[config.mk]
export PLATFORM = sky130hd
export DESIGN_NAME = lrse_core
export DESIGN_NICKNAME = d
export VERILOG_FILES = /design/src/rtl/lrse_core.v
export VERILOG_INCLUDE_DIRS = /design/src /design/src/pkg
export SDC_FILE = /design/constraint.sdc
export NUM_CORES = 1
export LEC_CHECK = 0
export BUFFER_PORTS_ARGS = -buffer_cell sky130_fd_sc_hd__buf_2
export CORE_UTILIZATION = 47
export CTS_BUF_LIST = sky130_fd_sc_hd__clkbuf_16
export DETAILED_ROUTE_END_ITERATION = 8
export PLACE_DENSITY_LB_ADDON = 0.3
export SLEW_MARGIN = 0
export SYNTH_ARGS = -nofsm -noshare
export SYNTH_HDL_FRONTEND = slang
export SYNTH_SLANG_ARGS = --single-unit
[constraint.sdc]
create_clock -name i_clk -period 1.9 [get_ports i_clk]
set_input_delay 0.38 -clock i_clk [delete_from_list [all_inputs] [get_ports i_clk]]
set_output_delay 0.38 -clock i_clk [all_outputs]
set_load 0.05 [all_outputs]
[src/pkg/lrse_regs.vh]
`ifndef LRSE_REGS_VH
`define LRSE_REGS_VH
// Instruction encodings (12-bit word)
`define LRSE_OP_NOP 12'h000
`define LRSE_OP_OPTION 12'h002
`define LRSE_OP_SLEEP 12'h003
// Opcode fields
`define LRSE_LIT_OP 4'hc
`define LRSE_RETLIT_OP 4'h8
`define LRSE_SUB_OP 6'h02
`define LRSE_RRC_OP 6'h0c
`define LRSE_RLC_OP 6'h0d
// Field positions
`define LRSE_DEST_BIT 5
`define LRSE_CARRY_BIT 0
`define LRSE_DC_BIT 1
`define LRSE_ZERO_BIT 2
`define LRSE_PD_BIT 3
`define LRSE_TO_BIT 4
// Reset values
`define LRSE_ACC_RST 8'h00
`define LRSE_OPT_RST 8'hff
`define LRSE_STAT_RST 8'h18
`define LRSE_PC_RST 9'h000
`define LRSE_WDT_RST 8'h00
`define LRSE_PRE_RST 8'h00
`endif

[src/rtl/lrse_core.v]
`timescale 1ns/10ps
// Operation
// - Load-literal puts its 8-bit operand into the accumulator without touching flags.
// - Load-option copies the accumulator into the option register without touching flags.
// - Return-with-literal puts its 8-bit operand into the accumulator without touching flags.
// - Return-with-literal loads the program counter from the stack top entry.
// - Return-with-literal takes two cycles because the already fetched word is discarded.
// - Power-down clears the watchdog counter and its prescaler to zero.
// - Power-down sets the timeout flag, clears the power-down flag, keeps wake-on-change.
// - After power-down the core sleeps and stops executing instructions.
// - Rotate-left goes through carry and changes only the carry flag.
// - Rotate-right goes through carry and changes only the carry flag.
// - For rotate and subtract, destination bit 0 writes the accumulator, 1 the file register.
// - Subtract computes file minus accumulator and sets carry, digit carry and zero.
module lrse_core #(
	parameter ADDR_W = 5,
	parameter PC_W = 9,
	parameter STACK_W = 9
) (
	input wire i_clk,
	input wire i_nrst,
	input wire i_instr_valid,
	input wire [11:0] i_instr,
	input wire [7:0] i_file_rdata,
	input wire [STACK_W-1:0] i_stack_top_entry,
	input wire i_wdt_tick,
	input wire i_wake,
	output reg [PC_W-1:0] o_pc,
	output reg [7:0] o_acc,
	output reg [7:0] o_option,
	output reg [7:0] o_status,
	output reg [ADDR_W-1:0] o_file_addr,
	output reg [7:0] o_file_wdata,
	output reg o_file_we,
	output reg o_stack_pop,
	output reg [7:0] o_watchdog_counter,
	output reg [7:0] o_wdt_prescaler,
	output reg o_sleeping,
	output reg o_discard
);
`include "lrse_regs.vh"

////////////////////////////////////////////////////////////////////////////////
// Sequencing states
localparam [1:0] ST_RUN = 2'b00;
localparam [1:0] ST_FLUSH = 2'b01;
localparam [1:0] ST_SLEEP = 2'b10;

////////////////////////////////////////////////////////////////////////////////
// Reset asserts at once, releases two edges after the pin
reg rst_s1_q;
reg rst_s2_q;

always @(posedge i_clk or negedge i_nrst) begin
	if (!i_nrst) begin
		rst_s1_q <= 1'b0;
		rst_s2_q <= 1'b0;
	end else begin
		rst_s1_q <= 1'b1;
		rst_s2_q <= rst_s1_q;
	end
end

wire nrst;
assign nrst = rst_s2_q;

////////////////////////////////////////////////////////////////////////////////
// Wake arrives from outside the clock domain
reg wake_s1_q;
reg wake_s2_q;

always @(posedge i_clk or negedge nrst) begin
	if (!nrst) begin
		wake_s1_q <= 1'b0;
		wake_s2_q <= 1'b0;
	end else begin
		wake_s1_q <= i_wake;
		wake_s2_q <= wake_s1_q;
	end
end

////////////////////////////////////////////////////////////////////////////////
// Sum of a, b and carry-in, with carry out of bit 3 and bit 7
function [9:0] add8;
	input [7:0] a;
	input [7:0] b;
	input cin;
	reg [4:0] lo;
	reg [4:0] hi;
	begin
		lo = {1'b0, a[3:0]} + {1'b0, b[3:0]} + {4'h0, cin};
		hi = {1'b0, a[7:4]} + {1'b0, b[7:4]} + {4'h0, lo[4]};
		add8 = {hi[4], lo[4], hi[3:0], lo[3:0]};
	end
endfunction

// Wrapping increment of an 8-bit counter
function [7:0] inc8;
	input [7:0] v;
	reg [8:0] t;
	begin
		t = {1'b0, v} + 9'h001;
		inc8 = t[7:0];
	end
endfunction

// Program counter step, wraps at the top
function [PC_W-1:0] pc_next;
	input [PC_W-1:0] v;
	reg [PC_W:0] t;
	begin
		t = {1'b0, v} + {{PC_W{1'b0}}, 1'b1};
		pc_next = t[PC_W-1:0];
	end
endfunction

// Left through carry: {new carry, result}
function [8:0] rot_left;
	input [7:0] v;
	input cin;
	begin
		rot_left = {v[7], v[6:0], cin};
	end
endfunction

// Right through carry: {new carry, result}
function [8:0] rot_right;
	input [7:0] v;
	input cin;
	begin
		rot_right = {v[0], cin, v[7:1]};
	end
endfunction

////////////////////////////////////////////////////////////////////////////////
wire is_lit;
wire is_retlit;
wire is_sub;
wire is_rlc;
wire is_rrc;
wire is_opt;
wire is_sleep;
wire dest_file;
wire old_c;
wire [9:0] sub_r;
wire [8:0] rlc_r;
wire [8:0] rrc_r;

assign is_lit = i_instr[11:8] == `LRSE_LIT_OP;
assign is_retlit = i_instr[11:8] == `LRSE_RETLIT_OP;
assign is_sub = i_instr[11:6] == `LRSE_SUB_OP;
assign is_rlc = i_instr[11:6] == `LRSE_RLC_OP;
assign is_rrc = i_instr[11:6] == `LRSE_RRC_OP;
assign is_opt = i_instr == `LRSE_OP_OPTION;
assign is_sleep = i_instr == `LRSE_OP_SLEEP;
assign dest_file = i_instr[`LRSE_DEST_BIT];
assign old_c = o_status[`LRSE_CARRY_BIT];
// Subtract as f + ~w + 1, so carry is the active-high no-borrow
assign sub_r = add8(i_file_rdata, ~o_acc, 1'b1);
assign rlc_r = rot_left(i_file_rdata, old_c);
assign rrc_r = rot_right(i_file_rdata, old_c);

////////////////////////////////////////////////////////////////////////////////
reg [7:0] res;
reg res_c;
reg wr_res;

always @* begin
	res = 8'h00;
	res_c = old_c;
	wr_res = 1'b0;
	if (is_rlc) begin
		res = rlc_r[7:0];
		res_c = rlc_r[8];
		wr_res = 1'b1;
	end else if (is_rrc) begin
		res = rrc_r[7:0];
		res_c = rrc_r[8];
		wr_res = 1'b1;
	end else if (is_sub) begin
		res = sub_r[7:0];
		res_c = sub_r[9];
		wr_res = 1'b1;
	end
end

////////////////////////////////////////////////////////////////////////////////
// Same-cycle file read needs the address straight from the word
always @* begin
	o_file_addr = i_instr[ADDR_W-1:0];
end

////////////////////////////////////////////////////////////////////////////////
reg [1:0] state_q;
reg [1:0] state_d;
reg [PC_W-1:0] pc_d;
reg [7:0] acc_d;
reg [7:0] option_d;
reg [7:0] status_d;
reg [7:0] wdata_d;
reg we_d;
reg pop_d;
reg [7:0] wdt_d;
reg [7:0] pre_d;

always @* begin
	state_d = state_q;
	pc_d = o_pc;
	acc_d = o_acc;
	option_d = o_option;
	status_d = o_status;
	wdata_d = o_file_wdata;
	we_d = 1'b0;
	pop_d = 1'b0;
	wdt_d = o_watchdog_counter;
	pre_d = o_wdt_prescaler;
	// Watchdog ticks stop with the oscillator
	if (i_wdt_tick && state_q != ST_SLEEP) begin
		pre_d = inc8(o_wdt_prescaler);
		if (o_wdt_prescaler == 8'hff)
			wdt_d = inc8(o_watchdog_counter);
	end
	case (state_q)
	ST_SLEEP: begin
		// Nothing executes until woken
		if (wake_s2_q)
			state_d = ST_RUN;
	end
	ST_FLUSH: begin
		// Flushed slot behaves as a no-op cycle
		if (i_instr_valid) begin
			state_d = ST_RUN;
			pc_d = pc_next(o_pc);
		end
	end
	ST_RUN: begin
		if (i_instr_valid) begin
			pc_d = pc_next(o_pc);
			if (is_lit) begin
				acc_d = i_instr[7:0];
			end else if (is_opt) begin
				option_d = o_acc;
			end else if (is_retlit) begin
				acc_d = i_instr[7:0];
				pc_d = i_stack_top_entry[PC_W-1:0];
				pop_d = 1'b1;
				state_d = ST_FLUSH;
			end else if (is_sleep) begin
				// Clear wins over a tick in the same cycle
				wdt_d = 8'h00;
				pre_d = 8'h00;
				status_d[`LRSE_TO_BIT] = 1'b1;
				status_d[`LRSE_PD_BIT] = 1'b0;
				state_d = ST_SLEEP;
			end else if (wr_res) begin
				status_d[`LRSE_CARRY_BIT] = res_c;
				if (is_sub) begin
					status_d[`LRSE_DC_BIT] = sub_r[8];
					status_d[`LRSE_ZERO_BIT] = (sub_r[7:0] == 8'h00);
				end
				if (dest_file) begin
					wdata_d = res;
					we_d = 1'b1;
				end else begin
					acc_d = res;
				end
			end
		end
	end
	default: begin
		state_d = ST_RUN;
	end
	endcase
end

////////////////////////////////////////////////////////////////////////////////
// Sequencing
always @(posedge i_clk or negedge nrst) begin
	if (!nrst) begin
		state_q <= ST_RUN;
		o_sleeping <= 1'b0;
		o_discard <= 1'b0;
	end else begin
		state_q <= state_d;
		o_sleeping <= (state_d == ST_SLEEP);
		o_discard <= (state_d == ST_FLUSH);
	end
end

// Program counter and accumulator
always @(posedge i_clk or negedge nrst) begin
	if (!nrst) begin
		o_pc <= `LRSE_PC_RST;
		o_acc <= `LRSE_ACC_RST;
	end else begin
		o_pc <= pc_d;
		o_acc <= acc_d;
	end
end

// Option and status
always @(posedge i_clk or negedge nrst) begin
	if (!nrst) begin
		o_option <= `LRSE_OPT_RST;
		o_status <= `LRSE_STAT_RST;
	end else begin
		o_option <= option_d;
		o_status <= status_d;
	end
end

// File write and stack pop strobes last one cycle
always @(posedge i_clk or negedge nrst) begin
	if (!nrst) begin
		o_file_wdata <= 8'h00;
		o_file_we <= 1'b0;
		o_stack_pop <= 1'b0;
	end else begin
		o_file_wdata <= wdata_d;
		o_file_we <= we_d;
		o_stack_pop <= pop_d;
	end
end

// Watchdog counter and prescaler
always @(posedge i_clk or negedge nrst) begin
	if (!nrst) begin
		o_watchdog_counter <= `LRSE_WDT_RST;
		o_wdt_prescaler <= `LRSE_PRE_RST;
	end else begin
		o_watchdog_counter <= wdt_d;
		o_wdt_prescaler <= pre_d;
	end
end

endmodule

==> results.toml, run 1 <==
[power]
power_mw = 5.66
powerDensity_nw_per_um2 = 1110
ir_drop_v = 0.000732
pwr-share-comb_pct = 36.8
intPower_mw = 3.43
p_seq_share_pct = 32.1
pwr-share-clk_pct = 31.1
cellLeakagePower_nw = 2.52
netSwitchingPower_mw = 2.23
switching_share_pct = 39.4

[cts]
cts_buffer_depth = 2
root_buffer = "clkbuf_16"
clk_pin_slew_ns = 0.06
cts_buffers = 9
cts.sinks = 63
cts_htree_levels = 3
insertion_delay_ns = 0.33
cts_tree = "yes"

[die]
die_width_um = 88.7
floorplan.initialDensity_pct = 48.7
io_pins = 100
die_h_um = 88.7
rows = 31
core-area_um2 = 7250
die-area_um2 = 7870

[layout]
num_antenna_cells = 0
area_delta_synth_final_pct = 44.0
fin_nets = 560
n_fill_cell = 579
drive_gt1_share_pct = 47.5
mostFrequentLayoutCell = "buf_2"
stdcell_count = 617
mostFrequentLayoutCells = "buf_2 (95), buf_4 (65), dfrtp_1 (46)"

[timing]
setup_slack_ns = -0.878
rsz0062_at_grt = "true"
relSlewSlack_pct = 57.0
setup_viol = 10
hold_violations = 0
tightest_slew_ns = 0.645
whs_ns = 0.152
fin_worst_skew_ns = 0.00607
period_needed_ns = 2.78
finalCritPeriodShare_pct = 146
max_freq_mhz = 360
report.final.slew_viol_count = 0

[route]
via_per_inst = 5.23
ant_nets = 0
drc_errors = 0
drt_wl_total_um = 9570
drt_first_pass_iters = 4
vias = 3224
drt-initial-drc-count = 151
wl_per_cell_um = 15.5

[synthesis]
avgSynthCellArea_um2 = 10.0
yosys.area_share.simple_pct = 20.2
synthAdderAreaFrac_pct = 5.24
synth_enable_flop_cells = 0
synth_xor_area_share_pct = 3.72
synth_compound_area_share_pct = 14.6
ys_seq_elements = 63
ys_seq_area_share_pct = 44.9
netlist_area_um2 = 3530
muxShareOfSynthArea_pct = 5.59
synthFlopType = "dfrtp_1"
ys_async_sr_fraction_pct = 100
synth_top_family_by_area = "simple AND/OR/NAND/NOR gates"
synth_warnings = 0
synth.distinct_cells = 56
syn_inst = 353

[setup_path]
r2r-start = "o_acc[0]"
crit_path_max_fanout = 2
rr_worst_depth = 10
r2r_slack_ns = -0.88
crit_path_end_kind = "flip-flop"
crit_arrival_ns = 3.00
worstPathRequired_ns = 2.12
startpoint = "o_acc[0]"
critPathKind = "reg2reg"
crit_path_start_kind = "flip-flop"
worstReg2RegEnd = "o_status[2]"

[worst_hold_path]
hold_path.class = "in2reg"
min_path_cells = 1
min_to = "wake_s1_q"
worstHoldStart = "i_wake"

[job]
maxCapViolCount = 0

[status]
status = "finished, violations left"
violations = "negative setup slack"

[grt]
track_usage_pct = 25.4
grt-ovfl-total = 0
antenna_found_initial = 0
grt_pass1_vias = 3119
grt_pass1_wl_um = 15000
grt_max_degree = 30

[placement]
io_buffer_count = 95
place_congestion = 0.924
dp_hpwl_um = 7030
place_inst = 597
==> metrics by stage <==
stage	utilization, %	setup TNS, ns	area (um2)	worst slack [ns]
3_3_place_gp	64.0	-10.29	4640	-0.942
5_1_grt	70.2	-7.87	5090	-0.999
2_1_floorplan	-	-7.84	3620	-0.906
6_report	70.2	-7.12	5090	-0.878
4_1_cts	69.2	-6.65	5020	-0.844
3_5_place_dp	64.0	-11.14	4640	-1.11
==> critical path: stages (launching register included) <==
cell and delay (ns):
dfrtp_2 0.38, ha_4 0.14, inv_2 0.03, fa_2 0.33
a21o_1 0.16, a21o_1 0.20, fa_2 0.37, fa_2 0.47
nor4b_4 0.23, nand3b_1 0.13, o41ai_2 0.22
==> state kept, by name (all words and copies together) (netlist names), 2 cells and up <==
signal and cells:
o_pc 9, o_acc 8, o_file_wdata 8, o_option 8
o_watchdog_counter 8, o_wdt_prescaler 8, o_status 4, state_q 2
==> routing by layer <==
| metal | up-vias | wire (um) | track usage [%] | share of wire, % |
|---|---|---|---|---|
| li1 | 1563 | - | - | - |
| met1 | 1543 | 4220 | 32.7 | 44 |
| met2 | 98 | 4650 | 41.4 | 49 |
| met3 | 20 | 506 | 5.13 | 5.3 |
| met4 | 0 | 196 | 11.6 | 2.0 |
| met5 | - | 0 | 0 | 0 |
==> cell families (layout without fill, tap and decap cells) <==
group	count (synthesis)	in the layout
adders and majority gates	13	13
buffers and inverters	38	200
DFF	63	63
other	2	5
and+or+nand+nor	134	134
AOI/OAI and AO/OA	70	70
muxes	18	18
xor gates and xnor gates	15	15
==> worst max-delay path by stage <==
stage / end / slack (ns) / cells past startpoint
2_1_floorplan: o_status[2] / -0.91 / 10
3_3_place_gp: o_file_wdata[6] / -0.94 / 13
3_5_place_dp: o_status[2] / -1.11 / 12
4_1_cts: o_status[2] / -0.84 / 10
5_1_grt: o_acc[6] / -1.0 / 12
6_report: o_status[2] / -0.88 / 10
==> cells in the mapped netlist (4+ instances only) <==
cell type	n	area [um2]
a211oi_1	4	30.0
a21o_1	6	45.0
a21oi_1	16	80.1
a31oi_1	4	25.0
and2_1	5	31.3
and3_1	6	37.5
buf_2	4	20.0
buf_4	9	67.6
clkbuf_1	4	15.0
dfrtp_1	54	1350
dfstp_2	9	236
ha_1	10	125
inv_1	18	67.6
mux2_2	14	158
mux2i_1	4	40.0
nand2_1	33	124
nand3_1	13	65.1
nand3b_1	6	45.0
nand4_1	5	31.3
nor2_1	35	131
nor3_1	10	50.1
o21ai_0	9	45.0
o22ai_1	6	37.5
xnor2_1	7	61.3
xor2_1	8	70.1
==> power by group through the flow <==
| stage | sequential [mW] | combinational [mW] | clock, mW |
|---|---|---|---|
| after global placement | 1.82 | 1.90 | 0 |
| after CTS | 1.82 | 2.00 | 1.78 |
| final | 1.82 | 2.08 | 1.76 |
| after floorplan | 2.52 | 0.677 | 0 |
| after global routing | 1.86 | 2.24 | 1.84 |
| after detailed placement | 1.84 | 1.94 | 0 |
==> layout make-up <==
type / count / area [um2] / share of cell area (%)
tap: 99 / 124 / 2.43
timing repair buffer: 166 / 1060 / 20.9
clock inverter: 7 / 97.6 / 1.92
clock buffer: 9 / 225 / 4.43
multi-input combinational: 255 / 1910 / 37.6
inverter: 18 / 67.6 / 1.33
sequential: 63 / 1600 / 31.4
==> repair_timing <==
action,in CTS,in global routing
gates resized for setup,6,10
hold buffers,1,0
pin swaps,6,3
setup buffers,2,1
hold endpoints to repair,2,0
setup endpoints to repair,10,15
Power figures use the tool's default switching activity.
==> run 2, diff against run 1 <==
BUFFER_PORTS_ARGS = -buffer_cell sky130_fd_sc_hd__buf_4   (was -buffer_cell sky130_fd_sc_hd__buf_2)
SETUP_SLACK_MARGIN = 0.02   (was unset)
==> results.toml, run 2 (synthesized netlist as in run 1, its figures left out) <==
[timing]
hold_violations = 0
period_needed_ns = 2.78
setup_viol = 12
whs_ns = 0.154
setup_slack_ns = -0.884
report.final.slew_viol_count = 0
max_freq_mhz = 359
rsz0062_at_grt = "true"
timing.setup.tns_ns = -7.75
fin_worst_skew_ns = 0.00390
finalCritPeriodShare_pct = 147

[cts]
cts_tree = "yes"
clk_pin_slew_ns = 0.05
cts_buffers = 9
root_buffer = "clkbuf_16"
cts_htree_levels = 3
cts_buffer_depth = 2
cts.sinks = 63
insertion_delay_ns = 0.33

[placement]
dp_hpwl_um = 7010
place_congestion = 0.938
place_area_um2 = 4800
io_buffer_count = 95

[route]
ant_nets = 0
drt-initial-drc-count = 121
vias = 3213
drt_wl_total_um = 9430
drc_errors = 0
drt_first_pass_iters = 4
via_per_inst = 5.28
wl_per_cell_um = 15.5

[grt]
grt_max_degree = 49
grt-ovfl-total = 0
track_usage_pct = 25.7
antenna_found_initial = 0
grt_pass1_wl_um = 15100
grt_pass1_vias = 3035

[die]
die-area_um2 = 7870
die_h_um = 88.7
floorplan.initialDensity_pct = 48.7
core-area_um2 = 7250
rows = 31
io_pins = 100
die_width_um = 88.7

[status]
status = "finished, violations left"
violations = "negative setup slack"

[setup_path]
worstPathRequired_ns = 2.13
crit_arrival_ns = 3.01
crit_slowest_cell = "fa_2"
critPathKind = "reg2reg"
crit_path_end_kind = "flip-flop"
crit_family = "adder cells"
crit_path_max_fanout = 2
crit_top_cell = "fa_2"
path_buf_inv = 1
cpPeakStageDelay_ns = 0.46
path_cells = "ha_4, inv_2, fa_2, a21o_1, a21o_1, fa_2, fa_2, nor4b_2, nand3b_1, o41ai_2"
crit_path_start_kind = "flip-flop"

[power]
cellLeakagePower_nw = 2.51
p_seq_share_pct = 33.6
power_mw = 5.44
ir_drop_v = 0.000637
netSwitchingPower_mw = 2.19
intPower_mw = 3.25
pwr-share-clk_pct = 26.4
switching_share_pct = 40.3
powerDensity_nw_per_um2 = 1050
pwr-share-comb_pct = 40.1

[layout]
drive_gt1_share_pct = 47.3
mostFrequentLayoutCell = "buf_4"
design_area_um2 = 5190
area_delta_synth_final_pct = 47.0
finish.utilization_pct = 71.6
n_fill_cell = 568
mostFrequentLayoutCells = "buf_4 (154), dfrtp_1 (44), nor2_1 (35)"
largest_reg_flops = 9
fin_nets = 552
num_antenna_cells = 0
largest_register = "o_pc"

[job]
maxCapViolCount = 0

[worst_hold_path]
hold_path.class = "in2reg"
## run 2: power by group through the flow
stage	clock (mW)	combinational [mW]	sequential, mW
finish	1.43	2.18	1.82
global route	1.52	2.35	1.86
CTS	1.45	2.13	1.82
detailed placement	0	2.06	1.84
global placement	0	2.04	1.83
floorplan	0	0.677	2.53
## run 2: layout make-up
type / instances / area, um2 / share of cell area [%]
Clock inverter: 7 / 33.8 / 0.650
Multi-Input combinational cell: 255 / 1920 / 36.9
Tap cell: 99 / 124 / 2.38
Clock buffer: 9 / 225 / 4.34
Sequential cell: 63 / 1600 / 30.8
Inverter: 18 / 67.6 / 1.30
Timing Repair Buffer: 158 / 1230 / 23.6
## run 2: timing repair
item / CTS / global route
setup endpoints to repair: 11 / 33
hold buffers: 1 / 0
resized for setup: 10 / 5
setup buffers: 2 / 3
endpoints found under the hold margin: 2 / 0
pin swaps: 6 / 6
## run 2: metal layers
layer / up-vias / share of wire [%] / track usage, % / wire, um
li1: 1537 / - / - / -
met1: 1549 / 45 / 35.6 / 4280
met2: 107 / 46 / 39.0 / 4320
met3: 20 / 6.3 / 5.97 / 593
met4: 0 / 2.5 / 10.3 / 233
met5: - / 0 / 0 / 0
## run 2: worst paths after layout
path	start	endpoint	slack, ns	cells after the start
max	o_acc[0]	o_status[2]	-0.88	10
min	i_wake	wake_s1_q	0.15	1
max reg2reg	o_acc[0]	o_status[2]	-0.88	10
min reg2reg	nrst	o_acc[1]	0.17	0
max in group asynchronous	nrst	o_option[6]	1.11	1
min in group asynchronous	nrst	o_acc[1]	0.17	0
## run 2: per-stage QoR
| step | worst slack, ns | cells |
|---|---|---|
| final | -0.884 | 609 |
| after global placement | -0.972 | 587 |
| after global routing | -0.987 | 609 |
| after CTS | -0.842 | 606 |
| after floorplan | -0.906 | 356 |
| after detailed placement | -1.11 | 587 |
==> run 3, diff against run 2 <==
REMOVE_ABC_BUFFERS = 1   (was unset)
==> results.toml, run 3 (synthesized netlist as in run 1, its figures left out) <==
[status]
status = "finished, violations left"
violations = "negative setup slack"

[power]
cellLeakagePower_nw = 2.56
powerDensity_nw_per_um2 = 1060
ir_drop_v = 0.00112
power_mw = 5.60

[placement]
dp_slack_ns = -1.19
place_congestion = 0.897
place_area_um2 = 4770
place_inst = 592
dp_hpwl_um = 7100
io_buffer_count = 95

[worst_hold_path]
min_path_cells = 1
worstHoldStart = "i_wake"
min_to = "wake_s1_q"
hold_path.class = "in2reg"

[timing]
timing.setup.tns_ns = -6.73
rsz0062_at_grt = "true"
setup_slack_ns = -0.843
setup_viol = 10
max_freq_mhz = 365
finalCritPeriodShare_pct = 144
report.final.slew_viol_count = 0
whs_ns = 0.161
hold_violations = 0
fin_worst_skew_ns = 0.00715
period_needed_ns = 2.74

[setup_path]
worstReg2RegEnd = "o_status[0]"
r2r_slack_ns = -0.84
critPathKind = "reg2reg"
crit_arrival_ns = 2.96
crit_path_start_kind = "flip-flop"
crit_path_max_fanout = 2
worstPathRequired_ns = 2.12
rr_worst_depth = 12
r2r-start = "o_acc[0]"
crit_path_end_kind = "flip-flop"

[cts]
cts_buffers = 9
cts_tree = "yes"
root_buffer = "clkbuf_16"
cts_htree_levels = 3
insertion_delay_ns = 0.33
clk_pin_slew_ns = 0.05
cts.sinks = 63
cts_buffer_depth = 2

[route]
vias = 3286
ant_nets = 0
drt_wl_total_um = 9780
wl_per_cell_um = 16.0
via_per_inst = 5.36
drt_first_pass_iters = 4
drt-initial-drc-count = 141
drc_errors = 0

[layout]
design_area_um2 = 5260
fin_nets = 557
largest_register = "o_pc"
multi_input_area_um2 = 1920
mostFrequentLayoutCell = "buf_4"
stdcell_count = 613
seqCellArea_um2 = 1590
finish.utilization_pct = 72.6
area_delta_synth_final_pct = 49.0
mostFrequentLayoutCells = "buf_4 (156), dfrtp_1 (53), nor2_1 (35)"
n_fill_cell = 527
largest_reg_flops = 9
num_antenna_cells = 0
drive_gt1_share_pct = 46.3

[die]
die_width_um = 88.7
io_pins = 100
rows = 31
die-area_um2 = 7870
floorplan.initialDensity_pct = 48.7
core-area_um2 = 7250
die_h_um = 88.7

[grt]
grt_pass1_wl_um = 15000
track_usage_pct = 25.7
grt-ovfl-total = 0
grt_pass1_vias = 3066
antenna_found_initial = 0
grt_max_degree = 62

[job]
maxCapViolCount = 0
[run 3: metal layers]
layer	vias up	GRT usage (%)	part of all wire, %
met2	110	40.8	49
met4	0	11.6	2.1
met3	19	6.25	6.0
met1	1608	33.5	43
li1	1549	-	-
met5	-	0	0
[run 3: worst max-delay path, cell delays in order (launching register included)]
cell and delay [ns]:
dfrtp_1 0.34, ha_1 0.15, inv_1 0.05, fa_2 0.34
a21o_1 0.16, a21o_1 0.21, fa_2 0.36, fa_2 0.38
a21oi_1 0.17, nor2_1 0.07, nor3_2 0.18, a211oi_1 0.07
a21o_1 0.15
[run 3: layout make-up]
cell class / instances / share of cell area, %
clock inverter: 6 / 1.07
multi-input combinational: 255 / 36.4
clock buffer: 9 / 4.28
tap: 99 / 2.35
timing repair buffer: 163 / 24.4
inverter: 18 / 1.28
sequential: 63 / 30.2
[run 3: timing repair]
action	CTS	global route
resized for setup	18	16
hold endpoints to repair	2	0
pin swaps	7	11
setup endpoints to repair	12	28
setup buffers	2	3
hold buffers	1	0
[run 3: worst max-delay path by stage]
stage,from,to,slack (ns)
final,o_acc[0],o_status[0],-0.84
after global routing,o_acc[0],o_acc[6],-0.96
after CTS,o_acc[0],o_file_wdata[6],-0.79
after detailed placement,i_file_rdata[0],o_status[2],-1.19
after global placement,i_file_rdata[0],o_status[2],-1.12
after floorplan,o_acc[0],o_status[2],-1.24
[run 3: report_power, final]
part | internal [mW] | total, mW | switching (mW)
Clock | 0.995 | 1.58 | 0.581
Combinational | 0.850 | 2.24 | 1.39
Sequential | 1.55 | 1.79 | 0.240
Total | 3.40 | 5.60 | 2.21
